--- src/design/zlf_defs.svh ---
// Constants for the zero-latency FIFO: sizes, thresholds, register map.
// Assumes inclusion by bare name; definitions only.
`ifndef ZLF_DEFS_SVH
`define ZLF_DEFS_SVH

// Array shape
`define ZLF_DEPTH      128
`define ZLF_AW         7
`define ZLF_PW         8
`define ZLF_DW         5

// Fill thresholds and the full count
`define ZLF_LVL_LOW    8'h20
`define ZLF_LVL_HIGH   8'h60
`define ZLF_FULL_CNT   8'h80

// Register byte offsets
`define ZLF_OFS_STATUS 8'h00
`define ZLF_OFS_MASK   8'h04
`define ZLF_OFS_FILL   8'h08
`define ZLF_OFS_PINS   8'h0C

// Event bit positions in status and mask
`define ZLF_EV_EMPTY   0
`define ZLF_EV_FULL    1
`define ZLF_EV_LEVEL   2
`define ZLF_EV_W       3
`define ZLF_MASK_RST   3'h0

// Pin synchroniser width and its reset pattern
`define ZLF_SYNC_W     10
`define ZLF_SYNC_INIT  10'h260

`endif

--- src/design/zlf_pkg.sv ---
// Types shared by the zero-latency FIFO modules.
// Assumes zlf_defs.svh is on the include path.
`include "zlf_defs.svh"

package zlf_pkg;

  typedef logic [`ZLF_DW-1:0]     zlf_word_t;
  // One spare bit beyond the address tells full from empty
  typedef logic [`ZLF_PW-1:0]     zlf_ptr_t;
  typedef logic [`ZLF_EV_W-1:0]   zlf_evt_t;
  typedef logic [7:0]             zlf_addr_t;
  typedef logic [31:0]            zlf_data_t;
  typedef logic [`ZLF_SYNC_W-1:0] zlf_sync_t;

  typedef struct packed {
    zlf_sync_t ff1;
    zlf_sync_t ff2;
    zlf_sync_t ff3;
    zlf_sync_t stab;
  } zlf_sync_s;

  typedef struct packed {
    zlf_ptr_t  wr_ptr;
    zlf_ptr_t  rd_ptr;
    logic      push_q;
    logic      pop_q;
    zlf_word_t q_r;
    logic      oe_n;
    logic      empty_n;
    logic      room_n;
    logic      mark;
    zlf_evt_t  status;
    zlf_evt_t  mask;
    zlf_data_t rdata;
  } zlf_core_s;

endpackage : zlf_pkg

--- src/design/zlf_sync.sv ---
// Three-stage synchroniser for the asynchronous pins of the FIFO.
// Assumes one clock; a bit changes once stages two and three agree.
`timescale 1ns/1ps
`include "zlf_defs.svh"

module zlf_sync (
  // Clock and reset
  input  wire logic              clock,
  input  wire logic              rst_n,
  // Raw pins and their settled copies
  input  wire zlf_pkg::zlf_sync_t pin_in,
  output      zlf_pkg::zlf_sync_t pin_stable
);
  import zlf_pkg::*;

  zlf_sync_s s_r;
  zlf_sync_s s_nxt;
  zlf_sync_t stab_nxt;

  // Per bit: stage one is read by stage two only
  genvar i;
  generate
    for (i = 0; i < `ZLF_SYNC_W; i = i + 1) begin : g_bit
      assign stab_nxt[i] = (s_r.ff2[i] == s_r.ff3[i]) ? s_r.ff3[i] : s_r.stab[i];
    end
  endgenerate

  // Next state of the chain
  always_comb begin
    s_nxt      = s_r;
    s_nxt.ff1  = pin_in;
    s_nxt.ff2  = s_r.ff1;
    s_nxt.ff3  = s_r.ff2;
    s_nxt.stab = stab_nxt;
  end

  // Reset pattern keeps clear asserted and strobes high until settled
  always_ff @(posedge clock) begin
    if (!rst_n) begin
      s_r <= {4{`ZLF_SYNC_INIT}};
    end else begin
      s_r <= s_nxt;
    end
  end

  assign pin_stable = s_r.stab;

endmodule : zlf_sync

--- src/design/zlf_fifo.sv ---
// Zero-latency 128-word FIFO with strobe-driven push and pop sides.
// Assumes pins arrive from outside this clock; registers on a plain port.
//
// Summary of operation
// - Dual-port 128-word array, separate write/read pointers.
// - Words leave in order; both sides run independently.
// - Word written while push strobe is low.
// - Write pointer starts zero, steps on push rise.
// - Push rise captures only when not full.
// - Pop rise steps read pointer unless empty.
// - Word into empty buffer shows within a cycle.
// - Empty flag low on last read or reset.
// - Full flag low when write fills; vacancy releases.
// - Level mark at 32 or 96 by threshold pick.
// - Master clear low holds pointers zero, empty.
// - Output bus driven only while drive pin low.
// - Both pointers wrap last location to first.
// - Push edges ignored while full; pointer holds.
// - Pop edges ignored while empty; pointer holds.
// - Strobes ignored during master clear.
`timescale 1ns/1ps
`include "zlf_defs.svh"

module zlf_fifo (
  // Clock and reset
  input  wire logic              clock,
  input  wire logic              rst_n,
  // Write side pins
  input  wire logic              push_strobe,
  input  wire zlf_pkg::zlf_word_t push_data,
  // Read side pins
  input  wire logic              pop_strobe,
  input  wire logic              q_drive_n,
  output      zlf_pkg::zlf_word_t q_data,
  output      logic              q_oe_n,
  // Control and status pins
  input  wire logic              master_clear_n,
  input  wire logic              threshold_pick,
  output      logic              no_words_n,
  output      logic              no_room_n,
  output      logic              level_mark,
  // Register port
  input  wire zlf_pkg::zlf_addr_t reg_addr,
  input  wire zlf_pkg::zlf_data_t reg_wdata,
  input  wire logic              reg_wr,
  input  wire logic              reg_rd,
  output      zlf_pkg::zlf_data_t reg_rdata,
  // Interrupt
  output      logic              irq
);
  import zlf_pkg::*;

  // Storage and state
  zlf_word_t mem [0:`ZLF_DEPTH-1];
  zlf_core_s s_r;
  zlf_core_s s_nxt;

  // Raw and settled pin values
  zlf_sync_t pins_raw;
  zlf_sync_t pins_s;
  zlf_word_t d_s;
  logic      push_s;
  logic      pop_s;
  logic      clr_n_s;
  logic      pick_s;
  logic      drive_n_s;

  // Decoded events and helpers
  logic      push_rise;
  logic      pop_rise;
  logic      do_push;
  logic      do_pop;
  logic      wr_en;
  zlf_ptr_t  cnt;
  zlf_ptr_t  cnt_nxt;
  zlf_ptr_t  thresh;
  zlf_evt_t  evt;
  zlf_evt_t  clr_bits;
  zlf_data_t rd_mux;

  // Pins into one bundle so they share one synchroniser
  assign pins_raw = {q_drive_n, threshold_pick, master_clear_n,
                     pop_strobe, push_strobe, push_data};

  zlf_sync u_sync (
    .clock      (clock),
    .rst_n      (rst_n),
    .pin_in     (pins_raw),
    .pin_stable (pins_s)
  );

  // Unpack the settled pins
  assign d_s       = pins_s[`ZLF_DW-1:0];
  assign push_s    = pins_s[5];
  assign pop_s     = pins_s[6];
  assign clr_n_s   = pins_s[7];
  assign pick_s    = pins_s[8];
  assign drive_n_s = pins_s[9];

  // Edge detection on settled strobes only
  assign push_rise = push_s & ~s_r.push_q;
  assign pop_rise  = pop_s & ~s_r.pop_q;

  // Full and empty gate the edges; clear blocks both
  assign do_push = push_rise & s_r.room_n & clr_n_s;
  assign do_pop  = pop_rise & s_r.empty_n & clr_n_s;

  // Array is written for as long as the strobe stays low
  assign wr_en = ~push_s & s_r.room_n & clr_n_s;

  // Stored-word count from the pointer difference
  assign cnt = s_r.wr_ptr - s_r.rd_ptr;

  // Threshold picked by the settled select pin
  assign thresh = pick_s ? `ZLF_LVL_HIGH : `ZLF_LVL_LOW;

  // Write port of the array
  always_ff @(posedge clock) begin
    if (wr_en) begin
      mem[s_r.wr_ptr[`ZLF_AW-1:0]] <= d_s;
    end
  end

  // Register read mux; unmapped offsets read zero
  always_comb begin
    rd_mux = '0;
    case (reg_addr)
      `ZLF_OFS_STATUS: rd_mux[`ZLF_EV_W-1:0] = s_r.status;
      `ZLF_OFS_MASK:   rd_mux[`ZLF_EV_W-1:0] = s_r.mask;
      `ZLF_OFS_FILL:   rd_mux[`ZLF_PW-1:0]   = cnt;
      `ZLF_OFS_PINS:   rd_mux[3:0] = {pick_s, s_r.mark, s_r.room_n, s_r.empty_n};
      default:         rd_mux = '0;
    endcase
  end

  // Write-one-to-clear mask for the status register
  assign clr_bits = (reg_wr && reg_addr == `ZLF_OFS_STATUS) ?
                    reg_wdata[`ZLF_EV_W-1:0] : '0;

  // Main next-state logic
  always_comb begin
    s_nxt        = s_r;
    s_nxt.push_q = push_s;
    s_nxt.pop_q  = pop_s;
    s_nxt.oe_n   = drive_n_s;
    s_nxt.rdata  = reg_rd ? rd_mux : '0;

    // Pointers step on accepted edges; the spare bit makes the wrap
    if (!clr_n_s) begin
      s_nxt.wr_ptr = '0;
      s_nxt.rd_ptr = '0;
    end else begin
      if (do_push) begin
        s_nxt.wr_ptr = s_r.wr_ptr + 8'h01;
      end
      if (do_pop) begin
        s_nxt.rd_ptr = s_r.rd_ptr + 8'h01;
      end
    end

    // Flags follow the next count so they settle with the pointers
    cnt_nxt       = s_nxt.wr_ptr - s_nxt.rd_ptr;
    s_nxt.empty_n = (cnt_nxt != 8'h00);
    s_nxt.room_n  = (cnt_nxt != `ZLF_FULL_CNT);
    s_nxt.mark    = (cnt_nxt >= thresh);

    // Next word on the bus; an empty buffer shows the word being written
    s_nxt.q_r = mem[s_nxt.rd_ptr[`ZLF_AW-1:0]];
    if (wr_en && s_nxt.rd_ptr == s_r.wr_ptr) begin
      s_nxt.q_r = d_s;
    end

    // Sticky events; a new event beats a clear in the same cycle
    evt = '0;
    evt[`ZLF_EV_EMPTY] = s_r.empty_n & ~s_nxt.empty_n;
    evt[`ZLF_EV_FULL]  = s_r.room_n & ~s_nxt.room_n;
    evt[`ZLF_EV_LEVEL] = ~s_r.mark & s_nxt.mark;
    s_nxt.status = (s_r.status & ~clr_bits) | evt;

    // Mask enables the interrupt per event
    if (reg_wr && reg_addr == `ZLF_OFS_MASK) begin
      s_nxt.mask = reg_wdata[`ZLF_EV_W-1:0];
    end
  end

  // State register; reset shows an empty, undriven buffer
  always_ff @(posedge clock) begin
    if (!rst_n) begin
      s_r         <= '0;
      s_r.push_q  <= 1'b1;
      s_r.pop_q   <= 1'b1;
      s_r.oe_n    <= 1'b1;
      s_r.room_n  <= 1'b1;
      s_r.mask    <= `ZLF_MASK_RST;
    end else begin
      s_r <= s_nxt;
    end
  end

  // Outputs, all from flip-flops except the interrupt gate
  assign q_data     = s_r.q_r;
  assign q_oe_n     = s_r.oe_n;
  assign no_words_n = s_r.empty_n;
  assign no_room_n  = s_r.room_n;
  assign level_mark = s_r.mark;
  assign reg_rdata  = s_r.rdata;
  assign irq        = |(s_r.status & s_r.mask);

  // Full buffer must not move the write pointer
  a_push_full_hold: assert property (@(posedge clock) disable iff (!rst_n)
    (push_rise && !s_r.room_n && clr_n_s) |=> (s_r.wr_ptr == $past(s_r.wr_ptr)))
    else $error("write pointer moved while full");

  // Empty buffer must not move the read pointer
  a_pop_empty_hold: assert property (@(posedge clock) disable iff (!rst_n)
    (pop_rise && !s_r.empty_n && clr_n_s) |=> (s_r.rd_ptr == $past(s_r.rd_ptr)))
    else $error("read pointer moved while empty");

  // Accepted push with no pop raises the count by exactly one
  a_push_step: assert property (@(posedge clock) disable iff (!rst_n)
    (do_push && !do_pop) |=> (cnt == $past(cnt) + 8'h01))
    else $error("push did not raise count by one");

  // Accepted pop steps the read pointer by exactly one
  a_pop_step: assert property (@(posedge clock) disable iff (!rst_n)
    do_pop |=> (s_r.rd_ptr == $past(s_r.rd_ptr) + 8'h01))
    else $error("pop did not step read pointer");

  // Empty flag tracks a zero count
  a_empty_flag: assert property (@(posedge clock) disable iff (!rst_n)
    (cnt == 8'h00) == !no_words_n)
    else $error("empty flag disagrees with count");

  // Full flag tracks a count of 128
  a_full_flag: assert property (@(posedge clock) disable iff (!rst_n)
    (cnt == `ZLF_FULL_CNT) == !no_room_n)
    else $error("full flag disagrees with count");

  // Level mark matches the count once the pick has been stable two cycles
  a_level_mark: assert property (@(posedge clock) disable iff (!rst_n)
    $stable(pick_s) ##1 $stable(pick_s)
      |-> level_mark == (cnt >= (pick_s ? 8'h60 : 8'h20)))
    else $error("level mark wrong for count");

  // Clear held for two cycles leaves the buffer empty
  a_clear_empty: assert property (@(posedge clock) disable iff (!rst_n)
    (!clr_n_s [*2]) |-> (s_r.wr_ptr == 8'h00 && s_r.rd_ptr == 8'h00 && !no_words_n))
    else $error("clear did not empty the buffer");

  // Count just after an accepted push never exceeds the array depth
  a_count_max: assert property (@(posedge clock) disable iff (!rst_n)
    $past(do_push) |-> cnt <= `ZLF_FULL_CNT)
    else $error("count above depth");

  // Bus released within one cycle of the drive pin going high
  a_drive_off: assert property (@(posedge clock) disable iff (!rst_n)
    $rose(drive_n_s) |=> q_oe_n)
    else $error("bus still driven after disable");

  // Behavioural checks on flags, pointers and the head word; those without
  // do_push or do_pop are written against the registered state so a broken gate shows up

  // Empty buffer with push low shows the word being written
  a_bypass_word: assert property (@(posedge clock) disable iff (!rst_n)
    (!push_s && clr_n_s && !s_r.empty_n) |=> (q_data == $past(d_s)))
    else $error("head word not transparent while empty");

  // First accepted write lifts the empty flag
  a_first_word: assert property (@(posedge clock) disable iff (!rst_n)
    (do_push && !s_r.empty_n) |=> no_words_n)
    else $error("empty flag stuck after first write");

  // Reading the last word drops the empty flag
  a_last_word: assert property (@(posedge clock) disable iff (!rst_n)
    (do_pop && !do_push && cnt == 8'h01) |=> !no_words_n)
    else $error("empty flag high after last read");

  // Write of the last vacancy drops the full flag
  a_full_on_write: assert property (@(posedge clock) disable iff (!rst_n)
    (do_push && !do_pop && cnt == 8'h7F) |=> !no_room_n)
    else $error("full flag high after filling write");

  // Read from a full buffer releases the full flag
  a_vacancy_room: assert property (@(posedge clock) disable iff (!rst_n)
    (do_pop && !s_r.room_n) |=> no_room_n)
    else $error("full flag stuck after read");

  // Clear forces both pointers to zero on the next edge
  a_clear_ptrs: assert property (@(posedge clock) disable iff (!rst_n)
    !clr_n_s |=> (s_r.wr_ptr == 8'h00 && s_r.rd_ptr == 8'h00))
    else $error("pointers moved during clear");

  // Write pointer wraps from the last location to the first
  a_wr_wrap: assert property (@(posedge clock) disable iff (!rst_n)
    (do_push && s_r.wr_ptr[`ZLF_AW-1:0] == 7'h7F) |=> (s_r.wr_ptr[`ZLF_AW-1:0] == 7'h00))
    else $error("write pointer did not wrap");

  // Read pointer wraps from the last location to the first
  a_rd_wrap: assert property (@(posedge clock) disable iff (!rst_n)
    (do_pop && s_r.rd_ptr[`ZLF_AW-1:0] == 7'h7F) |=> (s_r.rd_ptr[`ZLF_AW-1:0] == 7'h00))
    else $error("read pointer did not wrap");

  // Lone pop lowers the count by one
  a_pop_count: assert property (@(posedge clock) disable iff (!rst_n)
    (do_pop && !do_push) |=> (cnt == $past(cnt) - 8'h01))
    else $error("pop did not lower count by one");

  // Push and pop in one cycle leave the count alone
  a_both_count: assert property (@(posedge clock) disable iff (!rst_n)
    (do_push && do_pop) |=> (cnt == $past(cnt)))
    else $error("concurrent push and pop changed count");

  // No accepted edge, no clear: the count holds
  a_idle_count: assert property (@(posedge clock) disable iff (!rst_n)
    (!do_push && !do_pop && clr_n_s) |=> (cnt == $past(cnt)))
    else $error("count moved without an edge");

  // Mark never high below the lower threshold
  a_mark_floor: assert property (@(posedge clock) disable iff (!rst_n)
    level_mark |-> (cnt >= 8'h20))
    else $error("level mark high below 32 words");

  // Mark never low at or above the upper threshold
  a_mark_ceiling: assert property (@(posedge clock) disable iff (!rst_n)
    !level_mark |-> (cnt < 8'h60))
    else $error("level mark low at 96 words or more");

  // Bus driven within one cycle of the drive pin going low
  a_drive_on: assert property (@(posedge clock) disable iff (!rst_n)
    $fell(drive_n_s) |=> !q_oe_n)
    else $error("bus not driven after enable");

  // Rise with room and no clear steps the write pointer
  a_push_accept: assert property (@(posedge clock) disable iff (!rst_n)
    (push_rise && s_r.room_n && clr_n_s) |=> (s_r.wr_ptr == $past(s_r.wr_ptr) + 8'h01))
    else $error("accepted push did not step pointer");

  // Without an accepted pop the read pointer holds
  a_rd_hold: assert property (@(posedge clock) disable iff (!rst_n)
    (!do_pop && clr_n_s) |=> (s_r.rd_ptr == $past(s_r.rd_ptr)))
    else $error("read pointer moved without pop");

  // Without an accepted push the write pointer holds
  a_wr_hold: assert property (@(posedge clock) disable iff (!rst_n)
    (!do_push && clr_n_s) |=> (s_r.wr_ptr == $past(s_r.wr_ptr)))
    else $error("write pointer moved without push");

endmodule : zlf_fifo

--- config.mk ---
export PLATFORM = sky130hd
export DESIGN_NAME = zlf_fifo
export DESIGN_NICKNAME = d
export VERILOG_FILES = /design/src/design/zlf_pkg.sv /design/src/design/zlf_sync.sv /design/src/design/zlf_fifo.sv
export VERILOG_INCLUDE_DIRS = /design/src /design/src/design
export SDC_FILE = /design/constraint.sdc
export NUM_CORES = 1
export LEC_CHECK = 0
export BUFFER_PORTS_ARGS = -buffer_cell sky130_fd_sc_hd__buf_2
export CAP_MARGIN = 30
export CELL_PAD_IN_SITES_DETAIL_PLACEMENT = 1
export CELL_PAD_IN_SITES_GLOBAL_PLACEMENT = 2
export CORE_ASPECT_RATIO = 0.7
export CORE_UTILIZATION = 44
export DETAILED_ROUTE_END_ITERATION = 6
export PLACE_DENSITY = 0.91
export SETUP_SLACK_MARGIN = 0.05
export SYNTH_ARGS = -nofsm -noshare
export SYNTH_HDL_FRONTEND = slang
export SYNTH_SLANG_ARGS = --single-unit
export TNS_END_PERCENT = 5
--- constraint.sdc ---
create_clock -name clock -period 4.5 [get_ports clock]
set_input_delay 0.9 -clock clock [delete_from_list [all_inputs] [get_ports clock]]
set_output_delay 0.9 -clock clock [all_outputs]
set_load 0.01 [all_outputs]
; Word level (Yosys, flattened, before mapping)
; Memories as Yosys holds them, arrays and structs flattened.
; Cells that the tools add are included.
[totals]
input_bits = 54
ramBits = 640
mem_count = 1
ff_bits = 105
wordCells = 87
out_inout_bits = 42
[memory_table]
columns = name, depth, width, rd, rd_clocked_by_memory_dff, wr, line
row1 = mem, 128, 5, 1, 0, 1, zlf_fifo.sv:54  ; zlf_word_t mem [0:`ZLF_DEPTH-1];
[classes]
n_eq_ne = 15
n_bitwise = 21
magnitude_cmp = 1
reduce_logical = 8
muxes = 10
addsub = 4
[ops]
columns = cell, n
row1 = $add A8 B1 Y8 const B, 2
row2 = $eq A8 B4 Y1 const B, 2
row3 = $mux W16, 1
row4 = $mux W8, 2
row5 = $sub A8 B8 Y8, 2
row6 = $pmux W3 S4, 1
row7 = $and A1 B1 Y1, 11
row8 = $eq A1 B1 Y1, 10
row9 = $eq A8 B3 Y1 const B, 1
row10 = $eq A8 B8 Y1, 1
row11 = $ge A8 B7 Y1, 1
row12 = $logic_not A8 Y1, 1
row13 = $ne A8 B8 Y1 const B, 1
row14 = $reduce_bool A8 Y1, 1
row15 = $mux W7, 1
row16 = $and A3 B3 Y3, 2
row17 = $not A1 Y1, 6
row18 = $mux W5, 1
row19 = $logic_and A1 B1 Y1, 3
row20 = $mux W3, 1
row21 = $not A3 Y3, 1
row22 = $or A3 B3 Y3, 1
row23 = $reduce_and A3 Y1, 1
row24 = $reduce_or A3 Y1, 1
row25 = 3 further kinds, 4

; Depth between registers and ports, before layout
[logic_depth]
depth_word = 11
depth_mapped = 19
ltp_nobuf = 15

; Modules after synthesis
; From an unflattened synthesis, not the netlist that was laid out.
[hier_totals]
cells_unflattened = 2247
area_unflattened_um2 = 29857.4
[by_module_without_submodules]
columns = mod, n_inst, seq_area_each_um2, cells_per_inst, area_per_inst_um2
row1 = zlf_fifo, 1, 20039.2, 2133, 28589.9
row2 = zlf_sync, 1, 800.8, 114, 1267.5

; Least setup slack after synthesis
; No wires, ideal clock.
[synth_path]
path_type = reg2reg
start = register s_r[49] (netlist name)
end = register s_r[35] (netlist name)
path_stages_with_launch = 17
n_path_buf = 4
setup_slack_ns = 0.684
synth_period_minus_slack_ns = 3.816
setup_time_ns = 0.070
t_required_ns = 4.430
arrival_time_ns = 3.745
cell_sequence = dfxtp_1 -> ha_1 -> buf_2 -> and4b_1 -> buf_2 -> mux2_2 -> inv_1 -> buf_4 -> clkbuf_1 -> ha_1 -> o21ai_0 -> a21boi_0 -> o21a_1 -> or4_1 -> a221oi_1 -> nand4_1 -> a21oi_1
[synth_via]
elab_chain_cells = 8
[synth_lines]
columns = element, line
row1 = start: declaration, zlf_fifo.sv:55  ; zlf_core_s s_r;
row2 = start signal: assignment, zlf_fifo.sv:196  ; s_r <= s_nxt;
row3 = $add A8 B1 Y8, zlf_fifo.sv:157  ; s_nxt.rd_ptr = s_r.rd_ptr + 8'h01;
row4 = $mux W8 *, zlf_fifo.sv:156  ; if (do_pop) begin
row5 = $mux W16 *, zlf_fifo.sv:149  ; if (!clr_n_s) begin
row6 = $sub A8 B8 Y8 *, zlf_fifo.sv:162  ; cnt_nxt = s_nxt.wr_ptr - s_nxt.rd_ptr;
row7 = $reduce_bool A8 Y1 *, zlf_fifo.sv:163  ; s_nxt.empty_n = (cnt_nxt != 8'h00);
row8 = $not A1 Y1 *, zlf_fifo.sv:175  ; evt[`ZLF_EV_EMPTY] = s_r.empty_n & ~s_nxt.empty_n;
row9 = $and A1 B1 Y1 *, zlf_fifo.sv:175
row10 = $or A3 B3 Y3 *, zlf_fifo.sv:178  ; s_nxt.status = (s_r.status & ~clr_bits) | evt;
; Mark *: on every way between the ends. The rest lies on a longest branch, timed or not.
; A chain may end at the register's enable or synchronous reset.

; Worst setup path in the final report
[layout_path]
start = register s_r[50] (netlist name)
end = register s_r (netlist bit q_data[0])
[layout_via]
elab_chain_cells = 6
elab_cells_between_ends = 7
classes_between = add/sub (1) / eq/ne (1) / mux (3) / reduce/logical (1) / memory (1)
[layout_lines]
columns = element, line
row1 = $add A8 B1 Y8, zlf_fifo.sv:157
row2 = $mux W8 *, zlf_fifo.sv:156
row3 = $mux W16 *, zlf_fifo.sv:149
row4 = "parallel branches: the longest is 2 deep, another holds $mem_v2 Z128 W5", -
row5 = $mux W5 *, zlf_fifo.sv:169  ; if (wr_en && s_nxt.rd_ptr == s_r.wr_ptr) begin
; Mark *: on every way between the ends.

==> flow_metrics.env <==
export IMPL_ctsResizeCount=0
export IMPL_critPathMaxStageDelay_ns=0.57
export IMPL_fin_crit_ns=3.998
export IMPL_die_area_um2=70010
export IMPL_path_buf_inv=3
export IMPL_synth_seq_cells=721
export IMPL_crit_path_start="s_r[50]$_SDFF_PN0_"
export IMPL_worst_slew_pin_transition_ns=0.9290
export IMPL_chipHeight_um=221.7
export IMPL_r2r_cells=12
export IMPL_yosysUniqueCellTypes=76
export IMPL_cp_start_kind="flip-flop"
export IMPL_drc_errors=0
export IMPL_grt_max_degree=105
export IMPL_routed_wl_um=96410
export IMPL_maxCapViolations=0
export IMPL_grt_pass1_wl_um=142100
export IMPL_netlist_area_um2=30330
export IMPL_syn_to_final_growth_pct=11.25
export IMPL_setup_total_negative_slack_ns=0
export IMPL_wire_per_inst_um=28.12
export IMPL_cts_reportedPaths_clkPinSlew_ns=0.07
export IMPL_rsz0062_at_grt="no"
export IMPL_synth_cells=2444
export IMPL_relSlewSlack_pct=37.85
export IMPL_port_buffers=42
export IMPL_clockBufferDepth=3
export IMPL_cts_tree="built"
export IMPL_hold_violations=0
export IMPL_yosys_top_cells_area="edfxtp_1, nand2_1, dfxtp_1"
export IMPL_ioPinCount=96
export IMPL_final_cell_mix="edfxtp_1, nand2_1, nand3_1, nor2_1, buf_4"
export IMPL_power_mw=13.07
export IMPL_setup_viol=0
export IMPL_worstReg2RegStart="s_r[50]$_SDFF_PN0_"
export IMPL_clock_latency_ns=0.63
export IMPL_cts_buffers=68
export IMPL_powerDensity_nw_per_um2=387.2
export IMPL_start_util_pct=44.50
export IMPL_seq_area_frac_synth_pct=68.70
export IMPL_multiInputGateArea_um2=8506
export IMPL_yosys_area_top_type="edfxtp_1"
export IMPL_layout_drive_gt1_share_pct=10.53
export IMPL_timing_fmax_ghz=0.2502
export IMPL_cts_hold_buf=0
export IMPL_synth_edff_count=640
export IMPL_drtPass1Iterations=5
export IMPL_avgViaCountPerCell=6.198
export IMPL_gr_usage_all_layers_pct=27.53
export IMPL_critPathRequiredTime_ns=4.99
export IMPL_cp_depth=12
export IMPL_crit_path_end="q_data[0]$_SDFF_PN0_"
export IMPL_first_iter_violations=2911
export IMPL_syn_mean_instance_area_um2=12.41
export IMPL_dp_final_hpwl_um=62010
export IMPL_worstReg2RegEnd="q_data[0]$_SDFF_PN0_"
export IMPL_finalCritPeriodShare_pct=88.83
export IMPL_cts_root_buf="clkbuf_16"
export IMPL_core_area_um2=68170
export IMPL_row_count=80
export IMPL_worstHoldPathCells=1
export IMPL_clock_sinks=721
export IMPL_cts_setup_buffers=0
export IMPL_fin_nets=2550
export IMPL_hold_class="reg2reg"
export IMPL_crit_arrival_ns=4.48
export IMPL_peakVddDrop_v=0.0002880
export IMPL_grt_pass1_vias=21629
export IMPL_crit_path_frequent_cell="buf_4"
export IMPL_die_x_um=315.8
export IMPL_grt_ovfl_total=0
export IMPL_r2r_slack_ns=0.50
export IMPL_holdWs_ns=0.4064
export IMPL_register_area_um2=20860
export IMPL_critical_path_top_delay_family="simple AND/OR/NAND/NOR gates"
export IMPL_end_kind="flip-flop"
export IMPL_h_tree_depth=3
export IMPL_synth_top_cell_area_share_pct=63.36
export IMPL_outcome="completed"
export IMPL_yosysWarningCount=0
export IMPL_gp_congestion=0.9297
export IMPL_final_common_cell="edfxtp_1"
export IMPL_fill_cells=6944
export IMPL_report_final_slew_viol_count=0
export IMPL_critPathKind="reg2reg"
export IMPL_crit_chain="ha_1 -> and4b_1 -> mux2_2 -> inv_1 -> buf_4 -> nor2_4 -> buf_4 -> a32oi_1 -> nand4_1 -> o21ai_0 -> o311ai_0 -> a41oi_1"
export IMPL_cp_slowest_cell="nor2_4"
export IMPL_antenna_found_initial=3
export IMPL_ys_flop_type="edfxtp_1"
export IMPL_power_leakage_nw=11.72
export IMPL_critical_path_max_fanout=19
export IMPL_async_flop_share_pct=0
export IMPL_vias=21253
export IMPL_diodes=0
export IMPL_finClkSkew_ns=0.02290
export IMPL_utilization_pct=49.50
export IMPL_final_antenna_net_count=0
-- worst min-delay path by stage --
stage	from	to	slack, ns
global placement	u_sync.s_nxt[29]$_SDFF_PN1_	u_sync.s_nxt[19]$_SDFF_PN1_	0.39
finish	u_sync.s_nxt[29]$_SDFF_PN1_	u_sync.s_nxt[19]$_SDFF_PN1_	0.41
floorplan	u_sync.s_nxt[25]$_SDFF_PN1_	u_sync.s_nxt[15]$_SDFF_PN1_	0.39
detailed placement	u_sync.s_nxt[29]$_SDFF_PN1_	u_sync.s_nxt[19]$_SDFF_PN1_	0.39
global route	u_sync.s_nxt[29]$_SDFF_PN1_	u_sync.s_nxt[19]$_SDFF_PN1_	0.42
CTS	u_sync.s_nxt[29]$_SDFF_PN1_	u_sync.s_nxt[19]$_SDFF_PN1_	0.41
-- Yosys cell counts (all sizes together), types with 6 or more instances --
| cell | instances |
|---|---|
| o311ai | 7 |
| xnor2 | 17 |
| nor3 | 22 |
| ha | 17 |
| mux2i | 74 |
| o31ai | 6 |
| a31oi | 34 |
| o211ai | 14 |
| and3 | 22 |
| o2111ai | 12 |
| nor2 | 186 |
| nand2b | 35 |
| a221oi | 7 |
| nand2 | 469 |
| edfxtp | 640 |
| or4 | 7 |
| clkbuf | 61 |
| dfxtp | 81 |
| a211oi | 35 |
| a32oi | 34 |
| a21oi | 78 |
| buf | 128 |
| a311oi | 11 |
| nand4 | 35 |
| nor2b | 12 |
| and2 | 29 |
| nand3 | 191 |
| xor2 | 7 |
| a22oi | 18 |
| o21ai | 59 |
| inv | 26 |
| o22ai | 8 |
-- kinds of logic (layout without fill, tap and decap cells) --
family | Yosys count | after routing | synth area share (%)
buffers and inverters | 215 | 275 | 3.696
AND/OR/NAND/NOR | 1033 | 1033 | 15.32
XOR/XNOR | 25 | 25 | 0.7672
AO/OA/AOI/OAI | 351 | 351 | 7.866
other | 1 | 24 | 0.01236
adder cells (fa/ha/maj) | 18 | 18 | 0.7672
multiplexers | 80 | 80 | 2.867
flip-flops | 721 | 721 | 68.70
-- worst reg2reg max path: stages (launching register included) --
cell,delay (ns)
dfxtp_1,0.34
ha_1,0.38
and4b_1,0.32
mux2_2,0.34
inv_1,0.10
buf_4,0.28
nor2_4,0.59
buf_4,0.33
a32oi_1,0.16
nand4_1,0.14
o21ai_0,0.28
o311ai_0,0.43
a41oi_1,0.17
-- area by class of cell --
cell class	count	share of cell area [%]
Sequential cell	721	61.81
Multi-Input combinational cell	1531	25.21
Clock buffer	92	5.743
Tap cell	902	3.344
Timing Repair Buffer	130	2.888
Clock inverter	27	0.7008
Inverter	26	0.3040
-- state kept, by name, summed over array words and instances (netlist names) --
name and cells:
no_room_n 1, reg_rdata 8, level_mark 1, mem 640, u_sync.pin_stable 10, q_data 5
no_words_n 1, u_sync.s_r 10, q_oe_n 1, u_sync.s_nxt 20, s_r 24
-- where the power goes --
| part | total (mW) | internal (mW) | switching [mW] |
|---|---|---|---|
| combinational | 0.0555 | 0.0172 | 0.0383 |
| clock | 5.82 | 3.26 | 2.56 |
| sequential | 7.19 | 7.18 | 0.00862 |
| total | 13.1 | 10.5 | 2.61 |
-- layer usage --
layer	global-route usage (%)	share of wire (%)
met2	41.53	45
met1	39.99	43
met5	0	0.043
met4	8.368	3.0
met3	5.696	9.9
-- per-stage QoR --
| step | area (um2) | instances | worst slack (ns) |
|---|---|---|---|
| 2_1_floorplan | 30420 | 2467 | 0.6842 |
| 3_3_place_gp | 31560 | 3309 | 0.7184 |
| 3_5_place_dp | 31560 | 3309 | 0.6027 |
| 4_1_cts | 33730 | 3428 | 0.6016 |
| 5_1_grt | 33740 | 3429 | 0.4204 |
| 6_report | 33740 | 3429 | 0.5025 |
Power figures use the tool's default switching activity.
